`src/core/fagg_defines.svh`:
```
// Constants of the fault aggregator: register offsets, field positions,
// reset values and widths.
// Assumes a 16-bit register port with word addresses as printed.
`ifndef FAGG_DEFINES_SVH
`define FAGG_DEFINES_SVH

// ****************************************************************
// Register offsets
// ****************************************************************
`define FAGG_ADDR_CLEAR      16'hF421
`define FAGG_ADDR_PARITY     16'hF422
`define FAGG_ADDR_SOFT_MASK  16'hF423
`define FAGG_ADDR_WD_MASK    16'hF424
`define FAGG_ADDR_STACK_MASK 16'hF425
`define FAGG_ADDR_LOOP_MASK  16'hF426
`define FAGG_ADDR_FLAG       16'hF427
`define FAGG_ADDR_CODE       16'hF428
`define FAGG_ADDR_IRQ_STAT   16'hF429
`define FAGG_ADDR_IRQ_MASK   16'hF42A
`define FAGG_ADDR_EXEC_CNT   16'hF432

// ****************************************************************
// Widths and reset values
// ****************************************************************
`define FAGG_PARITY_W        12
`define FAGG_IRQ_W           3
`define FAGG_RST_PARITY      12'h003
`define FAGG_RST_BIT         1'h0
`define FAGG_RST_IRQ_MASK    3'h0
`define FAGG_RST_WORD        16'h0000

// ****************************************************************
// Field positions
// ****************************************************************
`define FAGG_CLEAR_BIT       0
`define FAGG_FLAG_BIT        0
`define FAGG_CODE_SOFT       15
`define FAGG_CODE_LOOP       14
`define FAGG_CODE_STACK      13
`define FAGG_CODE_WD         12
`define FAGG_CODE_DM1_LO     8
`define FAGG_CODE_DM0_LO     4
`define FAGG_CODE_PM1        3
`define FAGG_CODE_PM0        2
`define FAGG_CODE_RC1        1
`define FAGG_CODE_RC0        0
`define FAGG_IRQ_FAULT       0
`define FAGG_IRQ_MASKED      1
`define FAGG_IRQ_SOFT_CAP    2

`endif

```
`src/core/fagg_pkg.sv`:
```
// Types shared by the fault aggregator files.
// Assumes fagg_defines.svh supplies the widths.
`include "fagg_defines.svh"

package fagg_pkg;

  typedef logic [15:0]                 fagg_word_t;
  typedef logic [`FAGG_PARITY_W-1:0]   fagg_parity_t;
  typedef logic [`FAGG_IRQ_W-1:0]      fagg_irq_t;

endpackage

```
`src/core/fagg_top.sv`:
```
// Fault aggregator: collects error reports, masks them, keeps a sticky
// master flag, a first-fault code, a captured program count and an irq.
// Assumes error inputs are synchronous to ref_clk and sampled each cycle.
`timescale 1ns/1ps
`include "fagg_defines.svh"

module fagg_top
(
  // Clock and reset
  input  wire logic        ref_clk,
  input  wire logic        rst_b,
  // Register port
  input  wire logic [15:0] reg_addr,
  input  wire logic [15:0] reg_wdata,
  input  wire logic        reg_wr,
  input  wire logic        reg_rd,
  output logic      [15:0] reg_rdata,
  // Error sources
  input  wire logic        soft_fault,
  input  wire logic        loop_fault,
  input  wire logic        stack_fault,
  input  wire logic        watchdog_fault,
  input  wire logic [3:0]  data_mem1_fault,
  input  wire logic [3:0]  data_mem0_fault,
  input  wire logic        program_mem1_fault,
  input  wire logic        program_mem0_fault,
  input  wire logic        rate_converter1_fault,
  input  wire logic        rate_converter0_fault,
  // Program count of the instruction in the execute stage
  input  wire logic [15:0] exec_pc,
  // Status outputs
  output logic             fault_flag,
  output logic             irq
);

  // ****************************************************************
  // Register port decode
  // ****************************************************************
  wire logic wr_clear  = reg_wr && (reg_addr == `FAGG_ADDR_CLEAR);
  wire logic wr_parity = reg_wr && (reg_addr == `FAGG_ADDR_PARITY);
  wire logic wr_soft   = reg_wr && (reg_addr == `FAGG_ADDR_SOFT_MASK);
  wire logic wr_wd     = reg_wr && (reg_addr == `FAGG_ADDR_WD_MASK);
  wire logic wr_stack  = reg_wr && (reg_addr == `FAGG_ADDR_STACK_MASK);
  wire logic wr_loop   = reg_wr && (reg_addr == `FAGG_ADDR_LOOP_MASK);
  wire logic wr_istat  = reg_wr && (reg_addr == `FAGG_ADDR_IRQ_STAT);
  wire logic wr_imask  = reg_wr && (reg_addr == `FAGG_ADDR_IRQ_MASK);
  wire logic wr_exec   = reg_wr && (reg_addr == `FAGG_ADDR_EXEC_CNT);

  // ****************************************************************
  // Mask registers
  // ****************************************************************
  fagg_pkg::fagg_parity_t parity_mask;
  logic                   soft_mask;
  logic                   watchdog_fault_ignore_reg;
  logic                   stack_fault_mask;
  logic                   loop_fault_mask;
  fagg_pkg::fagg_irq_t    irq_mask;

  fagg_mask_reg #(
    .W           (`FAGG_PARITY_W),
    .RESET_VALUE (`FAGG_RST_PARITY)
  ) u_parity_mask (
    .ref_clk (ref_clk),
    .rst_b   (rst_b),
    .wr_en   (wr_parity),
    .wr_data (reg_wdata[`FAGG_PARITY_W-1:0]),
    .q       (parity_mask)
  );

  fagg_mask_reg #(
    .W           (1),
    .RESET_VALUE (`FAGG_RST_BIT)
  ) u_soft_mask (
    .ref_clk (ref_clk),
    .rst_b   (rst_b),
    .wr_en   (wr_soft),
    .wr_data (reg_wdata[0]),
    .q       (soft_mask)
  );

  fagg_mask_reg #(
    .W           (1),
    .RESET_VALUE (`FAGG_RST_BIT)
  ) u_wd_mask (
    .ref_clk (ref_clk),
    .rst_b   (rst_b),
    .wr_en   (wr_wd),
    .wr_data (reg_wdata[0]),
    .q       (watchdog_fault_ignore_reg)
  );

  fagg_mask_reg #(
    .W           (1),
    .RESET_VALUE (`FAGG_RST_BIT)
  ) u_stack_mask (
    .ref_clk (ref_clk),
    .rst_b   (rst_b),
    .wr_en   (wr_stack),
    .wr_data (reg_wdata[0]),
    .q       (stack_fault_mask)
  );

  fagg_mask_reg #(
    .W           (1),
    .RESET_VALUE (`FAGG_RST_BIT)
  ) u_loop_mask (
    .ref_clk (ref_clk),
    .rst_b   (rst_b),
    .wr_en   (wr_loop),
    .wr_data (reg_wdata[0]),
    .q       (loop_fault_mask)
  );

  fagg_mask_reg #(
    .W           (`FAGG_IRQ_W),
    .RESET_VALUE (`FAGG_RST_IRQ_MASK)
  ) u_irq_mask (
    .ref_clk (ref_clk),
    .rst_b   (rst_b),
    .wr_en   (wr_imask),
    .wr_data (reg_wdata[`FAGG_IRQ_W-1:0]),
    .q       (irq_mask)
  );

  // ****************************************************************
  // Error gathering and masking
  // ****************************************************************
  fagg_pkg::fagg_word_t err_vec;
  fagg_pkg::fagg_word_t mask_vec;

  assign err_vec[`FAGG_CODE_SOFT]  = soft_fault;
  assign err_vec[`FAGG_CODE_LOOP]  = loop_fault;
  assign err_vec[`FAGG_CODE_STACK] = stack_fault;
  assign err_vec[`FAGG_CODE_WD]    = watchdog_fault;
  assign err_vec[`FAGG_CODE_DM1_LO+3:`FAGG_CODE_DM1_LO] = data_mem1_fault;
  assign err_vec[`FAGG_CODE_DM0_LO+3:`FAGG_CODE_DM0_LO] = data_mem0_fault;
  assign err_vec[`FAGG_CODE_PM1]   = program_mem1_fault;
  assign err_vec[`FAGG_CODE_PM0]   = program_mem0_fault;
  assign err_vec[`FAGG_CODE_RC1]   = rate_converter1_fault;
  assign err_vec[`FAGG_CODE_RC0]   = rate_converter0_fault;

  assign mask_vec[`FAGG_CODE_STACK] = stack_fault_mask;
  assign mask_vec[`FAGG_CODE_LOOP]  = loop_fault_mask;
  assign mask_vec[`FAGG_CODE_SOFT]  = soft_mask;
  assign mask_vec[`FAGG_CODE_WD]    = watchdog_fault_ignore_reg;
  assign mask_vec[`FAGG_PARITY_W-1:0] = parity_mask;

  wire fagg_pkg::fagg_word_t reported = err_vec & ~mask_vec;
  wire fagg_pkg::fagg_word_t suppressed = err_vec & mask_vec;
  wire logic any_reported   = |reported;
  wire logic any_suppressed = |suppressed;

  // ****************************************************************
  // Clear edge detection
  // ****************************************************************
  logic clear_bit_r;
  logic clear_bit_nxt;

  assign clear_bit_nxt = wr_clear ? reg_wdata[`FAGG_CLEAR_BIT] : clear_bit_r;

  // act on the zero-to-one edge only
  wire logic clear_edge = wr_clear && reg_wdata[`FAGG_CLEAR_BIT] && !clear_bit_r;

  always_ff @(posedge ref_clk or negedge rst_b)
  begin
    if (!rst_b)
      clear_bit_r <= 1'b0;
    else
      clear_bit_r <= clear_bit_nxt;
  end

  // ****************************************************************
  // Master flag and first-fault code
  // ****************************************************************
  logic                 flag_r;
  logic                 flag_nxt;
  fagg_pkg::fagg_word_t code_r;
  fagg_pkg::fagg_word_t code_nxt;

  // Flag as seen after a pending clear; an error in the clear cycle wins
  wire logic flag_held = flag_r && !clear_edge;

  assign flag_nxt = flag_held || any_reported;

  // load only while no fault is held
  assign code_nxt = flag_held    ? code_r :
                    any_reported ? reported :
                    clear_edge   ? `FAGG_RST_WORD : code_r;

  wire logic first_fault = !flag_held && any_reported;

  always_ff @(posedge ref_clk or negedge rst_b)
  begin
    if (!rst_b)
    begin
      flag_r <= 1'b0;
      code_r <= `FAGG_RST_WORD;
    end
    else
    begin
      flag_r <= flag_nxt;
      code_r <= code_nxt;
    end
  end

  // ****************************************************************
  // Execute program count capture
  // ****************************************************************
  fagg_pkg::fagg_word_t exec_cnt_r;
  fagg_pkg::fagg_word_t exec_cnt_nxt;

  // capture wins over a software write
  assign exec_cnt_nxt = soft_fault ? exec_pc   :
                        wr_exec    ? reg_wdata : exec_cnt_r;

  always_ff @(posedge ref_clk or negedge rst_b)
  begin
    if (!rst_b)
      exec_cnt_r <= `FAGG_RST_WORD;
    else
      exec_cnt_r <= exec_cnt_nxt;
  end

  // ****************************************************************
  // Interrupt status
  // ****************************************************************
  fagg_pkg::fagg_irq_t istat_r;
  fagg_pkg::fagg_irq_t istat_nxt;
  fagg_pkg::fagg_irq_t irq_events;
  fagg_pkg::fagg_irq_t w1c;

  assign irq_events[`FAGG_IRQ_FAULT]    = first_fault;
  assign irq_events[`FAGG_IRQ_MASKED]   = any_suppressed;
  assign irq_events[`FAGG_IRQ_SOFT_CAP] = soft_fault;

  assign w1c = wr_istat ? reg_wdata[`FAGG_IRQ_W-1:0] : '0;

  // New events win over a write-one-to-clear in the same cycle
  assign istat_nxt = (istat_r & ~w1c) | irq_events;

  always_ff @(posedge ref_clk or negedge rst_b)
  begin
    if (!rst_b)
    begin
      istat_r <= '0;
      irq     <= 1'b0;
    end
    else
    begin
      istat_r <= istat_nxt;
      irq     <= |(istat_nxt & ~irq_mask);
    end
  end

  // ****************************************************************
  // Read path
  // ****************************************************************
  fagg_pkg::fagg_word_t rd_mux;

  // Unmapped offsets and reserved bits read as zero
  always_comb
  begin
    rd_mux = `FAGG_RST_WORD;
    unique case (reg_addr)
      `FAGG_ADDR_CLEAR:      rd_mux[`FAGG_CLEAR_BIT] = clear_bit_r;
      `FAGG_ADDR_PARITY:     rd_mux[`FAGG_PARITY_W-1:0] = parity_mask;
      `FAGG_ADDR_SOFT_MASK:  rd_mux[0] = soft_mask;
      `FAGG_ADDR_WD_MASK:    rd_mux[0] = watchdog_fault_ignore_reg;
      `FAGG_ADDR_STACK_MASK: rd_mux[0] = stack_fault_mask;
      `FAGG_ADDR_LOOP_MASK:  rd_mux[0] = loop_fault_mask;
      `FAGG_ADDR_FLAG:       rd_mux[`FAGG_FLAG_BIT] = flag_r;
      `FAGG_ADDR_CODE:       rd_mux = code_r;
      `FAGG_ADDR_IRQ_STAT:   rd_mux[`FAGG_IRQ_W-1:0] = istat_r;
      `FAGG_ADDR_IRQ_MASK:   rd_mux[`FAGG_IRQ_W-1:0] = irq_mask;
      `FAGG_ADDR_EXEC_CNT:   rd_mux = exec_cnt_r;
      default:               rd_mux = `FAGG_RST_WORD;
    endcase
  end

  // Data stands only in the cycle after the read strobe
  always_ff @(posedge ref_clk or negedge rst_b)
  begin
    if (!rst_b)
    begin
      reg_rdata  <= `FAGG_RST_WORD;
      fault_flag <= 1'b0;
    end
    else
    begin
      reg_rdata  <= reg_rd ? rd_mux : `FAGG_RST_WORD;
      fault_flag <= flag_nxt;
    end
  end

endmodule

```
`src/core/fagg_mask_reg.sv`:
```
// One software-written configuration register with a fixed reset value.
// Assumes the caller decodes the write enable from the register port.
`timescale 1ns/1ps

module fagg_mask_reg #(
  parameter int unsigned W             = 1,
  parameter logic [W-1:0] RESET_VALUE  = '0
)
(
  // Clock and reset
  input  wire logic          ref_clk,
  input  wire logic          rst_b,
  // Write side
  input  wire logic          wr_en,
  input  wire logic [W-1:0]  wr_data,
  // Stored value
  output logic      [W-1:0]  q
);

  always_ff @(posedge ref_clk or negedge rst_b)
  begin
    if (!rst_b)
    begin
      q <= RESET_VALUE;
    end
    else if (wr_en)
    begin
      q <= wr_data;
    end
  end

endmodule

```
`config.mk`:
```
export PLATFORM = sky130hd
export DESIGN_NAME = fagg_top
export DESIGN_NICKNAME = d
export VERILOG_FILES = /design/src/core/fagg_pkg.sv /design/src/core/fagg_top.sv /design/src/core/fagg_mask_reg.sv
export VERILOG_INCLUDE_DIRS = /design/src /design/src/core
export SDC_FILE = /design/constraint.sdc
export NUM_CORES = 1
export LEC_CHECK = 0
export ABC_CLOCK_PERIOD_IN_PS = 5060
export BUFFER_PORTS_ARGS = -buffer_cell sky130_fd_sc_hd__buf_4
export CAP_MARGIN = 20
export CORE_MARGIN = 1
export CORE_UTILIZATION = 50
export CTS_CLUSTER_DIAMETER = 40
export DETAILED_ROUTE_END_ITERATION = 8
export MAX_ROUTING_LAYER = met4
export PLACE_DENSITY = 0.72
export SLEW_MARGIN = 20
export SYNTH_ARGS = -nofsm -noshare
export SYNTH_HDL_FRONTEND = slang
export SYNTH_SLANG_ARGS = --single-unit
```
`constraint.sdc`:
```
create_clock -name ref_clk -period 5.06 [get_ports ref_clk]
set_input_delay 1.265 -clock ref_clk [delete_from_list [all_inputs] [get_ports ref_clk]]
set_output_delay 1.265 -clock ref_clk [all_outputs]
set_load 0.01 [all_outputs]
```
==> impl_metrics.py, run 1 <==
metrics = {
    "run_status": {
        "status": "finished, final reports clean",
    },
    "synthesis": {
        "synth-edff-count": 0,
        "synth_fa_ha_area_share_pct": 0,
        "syn_inst": 315,
        "synth_top_family_by_area": "compound AO/OA/AOI/OAI gates",
        "synthMuxAreaShare_pct": 13.0,
        "syn_nets": 383,
        "yosysWarningCount": 0,
        "syn_avg_cell_area_sq_um": 11.5,
        "synth_compound_area_share_pct": 16.7,
        "synth-xor-area-share_pct": 0,
        "synth-simple-area-share_pct": 16.1,
        "synth_area_sq_um": 3630,
        "synth-seq-cells": 73,
        "ys.flop_type": "dfrtp_1",
        "async_flop_share_pct": 100,
        "ys_seq_area_share_pct": 50.4,
        "synth_cell_types": 52,
    },
    "global_routing": {
        "grt_usage_pct": 26.0,
        "antenna_found_initial": 0,
        "grt_pass1_wl_um": 14100,
        "grt_pass1_vias": 2790,
        "grt_max_degree": 74,
        "grt-ovfl-total": 0,
    },
    "critical_path": {
        "path_max_fanout": 14,
        "start_kind": "input pin",
        "reg2reg_depth": 5,
        "required_ns": 5.33,
        "crit_family": "simple AND/OR/NAND/NOR gates",
        "cp_slowest_cell": "nor3_2",
        "critPathKind": "input pin to register",
        "worstPathArrival_ns": 3.36,
        "crit_chain": "buf_4 -> nor4_4 -> nand4_2 -> nor3_2 -> o21ai_2 -> nor2_1",
        "worstSetupEndpointType": "register",
        "worst-path-buf-inv": 1,
        "path_depth": 6,
        "rrSetupSlack_ns": 3.11,
        "max_stage_delay_ns": 0.81,
    },
    "sta": {
        "fmax_mhz": 323,
        "worst_pin_slew_ns": 0.976,
        "hold_violations": 0,
        "tns_ns": 0,
        "rsz0062_at_grt": "false",
        "setup_viol": 0,
        "min_period_ns": 3.09,
        "maxSlewHeadroom_pct": 34.5,
        "slew_viol_final": 0,
        "hold_slack_ns": 0.508,
        "fin_crit_sh_pct": 61.1,
        "skew_ns": 0.00920,
    },
    "cts": {
        "clkTransAtPathRegs_ns": 0.07,
        "clockBufferDepth": 2,
        "cts_resized": 0,
        "postCtsSetupRepairBufs": 0,
        "cts_tree": "done",
        "h-tree-depth": 3,
        "cts-buffers-inserted": 9,
        "ctsHoldBuffers": 0,
        "worst_skew_pair.late_latency_ns": 0.35,
        "clock-sinks": 73,
        "root_buffer": "clkbuf_8",
    },
    "finish": {
        "final_nets": 461,
        "fillers": 596,
        "synthToLayoutAreaGrowth_pct": 23.7,
        "drive_above_1_share_pct": 32.4,
        "diodes": 0,
        "final_core_util_pct": 65.0,
        "fin_cells": 494,
    },
    "job": {
        "max-cap-violations": 0,
    },
    "route": {
        "drt_iter0_drc": 238,
        "drc": 0,
        "firstDrtPassIters": 6,
        "ant_nets": 0,
        "routedWlPerCell_um": 18.2,
        "vias": 2881,
        "finalWirelength_um": 8970,
        "via_per_inst": 5.83,
    },
    "power_and_ir_drop": {
        "power_uw": 1220,
        "leakagePower_uw": 0.00220,
        "p_per_area_nw_per_um2": 273,
        "vdd_ir_drop_max_v": 0.000146,
    },
    "min_path": {
        "hold_path_class": "register to register",
        "hold_path_depth": 1,
    },
    "floorplanning": {
        "pin_count": 86,
        "die_h_um": 87.2,
        "coreArea_sq_um": 6910,
        "die_area_sq_um": 7600,
        "rows": 30,
        "die_w_um": 87.2,
        "start_util_pct": 52.6,
    },
    "placed_design": {
        "dp_hpwl_um": 6380,
        "numPlacedInstances": 478,
        "io_buffers": 85,
        "routabilityCongestion": 0.917,
    },
}
-- flip-flops by register name, indices dropped and copies added, names as in the netlist --
| register | flops |
|---|---|
| u_wd_mask.q | 1 |
| fault_flag | 1 |
| code_r | 16 |
| irq | 1 |
| u_soft_mask.q | 1 |
| istat_r | 3 |
| u_loop_mask.q | 1 |
| u_irq_mask.q | 3 |
| u_stack_mask.q | 1 |
| exec_cnt_r | 16 |
| u_parity_mask.q | 12 |
| reg_rdata | 16 |
| clear_bit_r | 1 |
-- path summary, 6_finish.rpt --
check,startpoint,to
setup / recovery,reg_addr[9],reg_rdata[8]
setup reg to reg,u_parity_mask.q[1],code_r[7]
max in group asynchronous,rst_b,code_r[7]
min in group asynchronous,rst_b,exec_cnt_r[9]
hold / removal,code_r[8],code_r[8]
hold reg to reg,code_r[8],code_r[8]
-- placed cells by master (no fill, tap or decap), types with 2 or more instances in the layout --
cell type and instances:
o31ai_1 2, a222oi_1 11, clkbuf_8 9, a21oi_1 4, inv_1 6, a22o_1 20
nor2b_1 22, nand4_1 3, mux2_2 4, dfstp_2 2, nor4_1 5, buf_4 85
dfrtp_1 71, mux2_1 5, nand2_1 28, and4_1 2, mux2_4 10, mux2i_1 22
and4_2 2, bufinv_16 2, a221oi_1 6, o21ai_1 18, o21ai_0 6, nor2_1 17
a22oi_1 4, nor4b_2 2
-- cell usage after synthesis, types with 5 or more instances --
master    count  area share, %
mux2_4       10            4.1
a22o_1       20            4.8
o21ai_0       6           0.83
buf_2         5           0.69
buf_4         7            1.4
mux2i_1      22            6.1
nor4_1        5           0.86
dfrtp_1      71             49
nor2b_1      22            3.8
mux2_1        5            1.6
inv_1         6           0.62
a222oi_1     11            3.0
nand2_1      28            2.9
nor2_1       17            1.8
a221oi_1      6            1.4
o21ai_1      18            2.5
-- stage by stage --
step	setup WS, ns	instance area (sq um)
floorplan	2.38	3630
global route	1.77	4490
detailed placement	1.69	4270
CTS	2.04	4490
global placement	1.82	4270
finish	1.97	4490
-- final cells by class --
type                    count  area (sq um)  area share [%]
flip-flops and latches     73          1830            40.7
well taps                  96           120            2.67
repair buffers             85           638            14.2
clock inverters             6          90.1            2.01
inverters                   6          22.5           0.502
clock buffers              10           128            2.84
multi-input cells         218          1660            37.0
-- power breakdown --
part           total [uW]  switching [uW]  internal [uW]
clock network         499             219            279
registers             614            12.1            602
logic                 112            55.2           57.1
total                1220             286            938
-- cell families after synthesis --
| group | Yosys count |
|---|---|
| AOI/OAI and AO/OA | 79 |
| buffers and inverters | 24 |
| DFF | 73 |
| muxes | 41 |
| and+or+nand+nor | 98 |
-- routing by layer --
layer  track usage [%]  vias up  routed length (um)
met3              4.55       13                 579
li1                  -     1341                   -
met4              9.24        0                 153
met2              39.4      127                4180
met1              35.5     1400                4070
met5                 -        -                   0
No activity file was read; power rests on OpenSTA's default activity.
==> run 2, diff against run 1 <==
- ABC_AREA: default -> 1
- ABC_CLOCK_PERIOD_IN_PS: 5060 -> 3100
- PLACE_DENSITY: 0.72 -> 0.71
- clock period: 5.06 -> 3.1 ns (I/O delays scaled with it)
==> run 2 against run 1 <==
Count of clock-buffer cells in the layout unchanged. Cell area is 6.7% higher. Global-route usage is 1.0 points higher. Register-to-register slack worse by 1.9 ns. Sequential share of layout area decreased by 2.6 points. First-iteration DRC count up 0.84%. Setup slack worse by 1.1 ns. Synthesized cell count increased by 62%. Non-clock buffer count unchanged. Critical path depth grew 3. Via count increased by 24%. Core utilization decreased by 0.33 points. Largest power group unchanged.
==> impl_metrics.py, run 2 <==
metrics = {
    "run_status": {
        "status": "finished, final reports clean",
    },
    "min_path": {
        "hold_path_class": "register to register",
    },
    "critical_path": {
        "path_max_fanout": 21,
        "worstSetupEndpointType": "register",
        "worstPathArrival_ns": 2.39,
        "required_ns": 3.30,
        "critPathKind": "input pin to register",
        "start_kind": "input pin",
    },
    "finish": {
        "finish.instance_area_sq_um": 4790,
        "drive_above_1_share_pct": 23.5,
        "layout_common_cells": "172 x nand2_1, 85 x buf_4, 71 x dfrtp_1, 54 x inv_1, 51 x nor2_1",
        "reg.largest.list": "code_r: 16 flops, exec_cnt_r: 16 flops, reg_rdata: 16 flops",
        "fillers": 657,
        "final_nets": 660,
        "synthToLayoutAreaGrowth_pct": 23.1,
        "diodes": 0,
        "layout_commonest_cell": "nand2_1",
    },
    "synthesis": {
        "ys_seq_area_share_pct": 47.0,
        "synth-seq-cells": 73,
        "synth_top_cell_by_area": "dfrtp_1",
        "syn_avg_cell_area_sq_um": 7.62,
        "synth-edff-count": 0,
        "ys.flop_type": "dfrtp_1",
        "synth_area_leaders": "dfrtp_1 46%, nand2_1 17%, inv_1 5.2%, nor2_1 4.9%, o21ai_2 3.1%",
        "synth_area_sq_um": 3890,
        "syn_inst": 511,
        "synth_cell_types": 32,
        "synth.most_common_cell": "nand2_1",
        "syn_nets": 579,
        "yosysWarningCount": 0,
        "yosysTopAreaCellShare_pct": 45.6,
        "async_flop_share_pct": 100,
        "synthTopCellsByCount": "172 x nand2_1, 71 x dfrtp_1, 54 x inv_1, 51 x nor2_1",
    },
    "route": {
        "drt_iter0_drc": 240,
        "finalWirelength_um": 10000,
        "ant_nets": 0,
        "routedWlPerCell_um": 14.4,
        "firstDrtPassIters": 5,
        "drc": 0,
        "vias": 3580,
        "via_per_inst": 5.14,
    },
    "sta": {
        "min_period_ns": 2.19,
        "fin_crit_sh_pct": 70.5,
        "fmax_mhz": 457,
        "maxSlewHeadroom_pct": 40.0,
        "slew_viol_final": 0,
        "rsz0062_at_grt": "false",
        "skew_ns": 0.00753,
        "hold_slack_ns": 0.488,
        "setup_viol": 0,
        "hold_violations": 0,
        "worst_pin_slew_ns": 0.900,
        "tns_ns": 0,
    },
    "job": {
        "max-cap-violations": 0,
    },
    "global_routing": {
        "grt-ovfl-total": 0,
        "antenna_found_initial": 0,
        "grt_max_degree": 74,
        "grt_pass1_vias": 3424,
        "grt_usage_pct": 27.0,
        "grt_pass1_wl_um": 16800,
    },
    "floorplanning": {
        "pin_count": 86,
        "start_util_pct": 52.6,
        "die_w_um": 90.2,
        "die_area_sq_um": 8140,
        "coreArea_sq_um": 7410,
        "rows": 31,
        "die_h_um": 90.2,
    },
    "cts": {
        "clock-sinks": 73,
        "postCtsSetupRepairBufs": 0,
        "cts_resized": 0,
        "clockBufferDepth": 2,
        "cts-buffers-inserted": 9,
        "worst_skew_pair.late_latency_ns": 0.34,
        "h-tree-depth": 3,
        "ctsHoldBuffers": 0,
        "root_buffer": "clkbuf_8",
        "clkTransAtPathRegs_ns": 0.08,
        "cts_tree": "done",
    },
    "placed_design": {
        "io_buffers": 85,
        "dp_hpwl_um": 7740,
        "routabilityCongestion": 0.899,
        "placed_cell_area_sq_um": 4550,
    },
    "power_and_ir_drop": {
        "p_int_uw": 1610,
        "combinationalPowerShare_pct": 9.8,
        "p_switching_uw": 500,
        "vdd_ir_drop_max_v": 0.000281,
        "power_frac_seq_pct": 47.3,
        "p_per_area_nw_per_um2": 440,
        "switching_share_pct": 23.7,
        "leakagePower_uw": 0.00241,
        "p_clk_share_pct": 43.0,
    },
}
==> run 2: stage by stage <==
| step | utilization, % | total power, uW | cells | worst slack, ns |
|---|---|---|---|---|
| finish | 64.7 | 2110 | 696 | 0.914 |
| floorplan | - | 1110 | 511 | 1.22 |
| global route | 64.7 | 2200 | 696 | 0.702 |
| CTS | 64.7 | 2120 | 696 | 0.925 |
| global placement | 61.4 | 1220 | 680 | 0.683 |
| detailed placement | 61.4 | 1220 | 680 | 0.587 |
==> run 2: per-layer routing <==
layer | global-route usage, % | routed length (um) | part of all wire (%) | vias to the layer above
met1 | 38.7 | 4710 | 47 | 1644
met5 | - | 0 | 0 | -
li1 | - | - | - | 1791
met3 | 3.98 | 608 | 6.1 | 17
met4 | 7.26 | 153 | 1.5 | 0
met2 | 40.3 | 4560 | 45 | 128
==> run 2: power groups by stage <==
stage	Sequential, uW	Clock (uW)	Combinational [uW]
after floorplan	1010	0	95.3
after global placement	1010	0	204
after detailed placement	1020	0	208
after CTS	997	914	209
after global routing	1000	968	232
final	998	907	207
==> run 2: cell families after synthesis <==
| kind of cell | count (synthesis) | share of synthesized area (%) |
|---|---|---|
| AOI/OAI and AO/OA | 83 | 12.7 |
| buffers and inverters | 75 | 8.74 |
| DFF | 73 | 47.0 |
| muxes | 3 | 0.771 |
| and+or+nand+nor | 277 | 30.8 |
==> run 2: worst max-delay path, stage by stage <==
cell and delay (ns):
buf_4 0.11, nor2_2 0.15, nand3_2 0.15, nor2_4 0.30
nand2_4 0.15, inv_4 0.12, nand2_1 0.35, nand2_1 0.18
o21ai_0 0.10
==> run 2: area by class of cell <==
class	instances	area, sq um	area share [%]
Sequential cell	73	1830	38.2
Multi-Input combinational cell	363	1720	36.0
Timing Repair Buffer	85	638	13.3
Inverter	60	234	4.88
Clock buffer	10	128	2.66
Tap cell	99	124	2.58
Clock inverter	6	115	2.40
==> run 2: path summary, 6_finish.rpt <==
| path | depth (start not counted) | from | slack [ns] | end |
|---|---|---|---|---|
| worst max-delay path | 9 | reg_addr[7] | 0.91 | u_parity_mask.q[8] |
| worst min-delay path | 2 | u_parity_mask.q[1] | 0.49 | u_parity_mask.q[1] |
| worst max register to register | 10 | u_parity_mask.q[0] | 1.24 | code_r[12] |
| worst min register to register | 2 | u_parity_mask.q[1] | 0.49 | u_parity_mask.q[1] |
| max in group asynchronous | 1 | rst_b | 1.96 | u_parity_mask.q[8] |
| min in group asynchronous | 1 | rst_b | 0.55 | u_stack_mask.q |
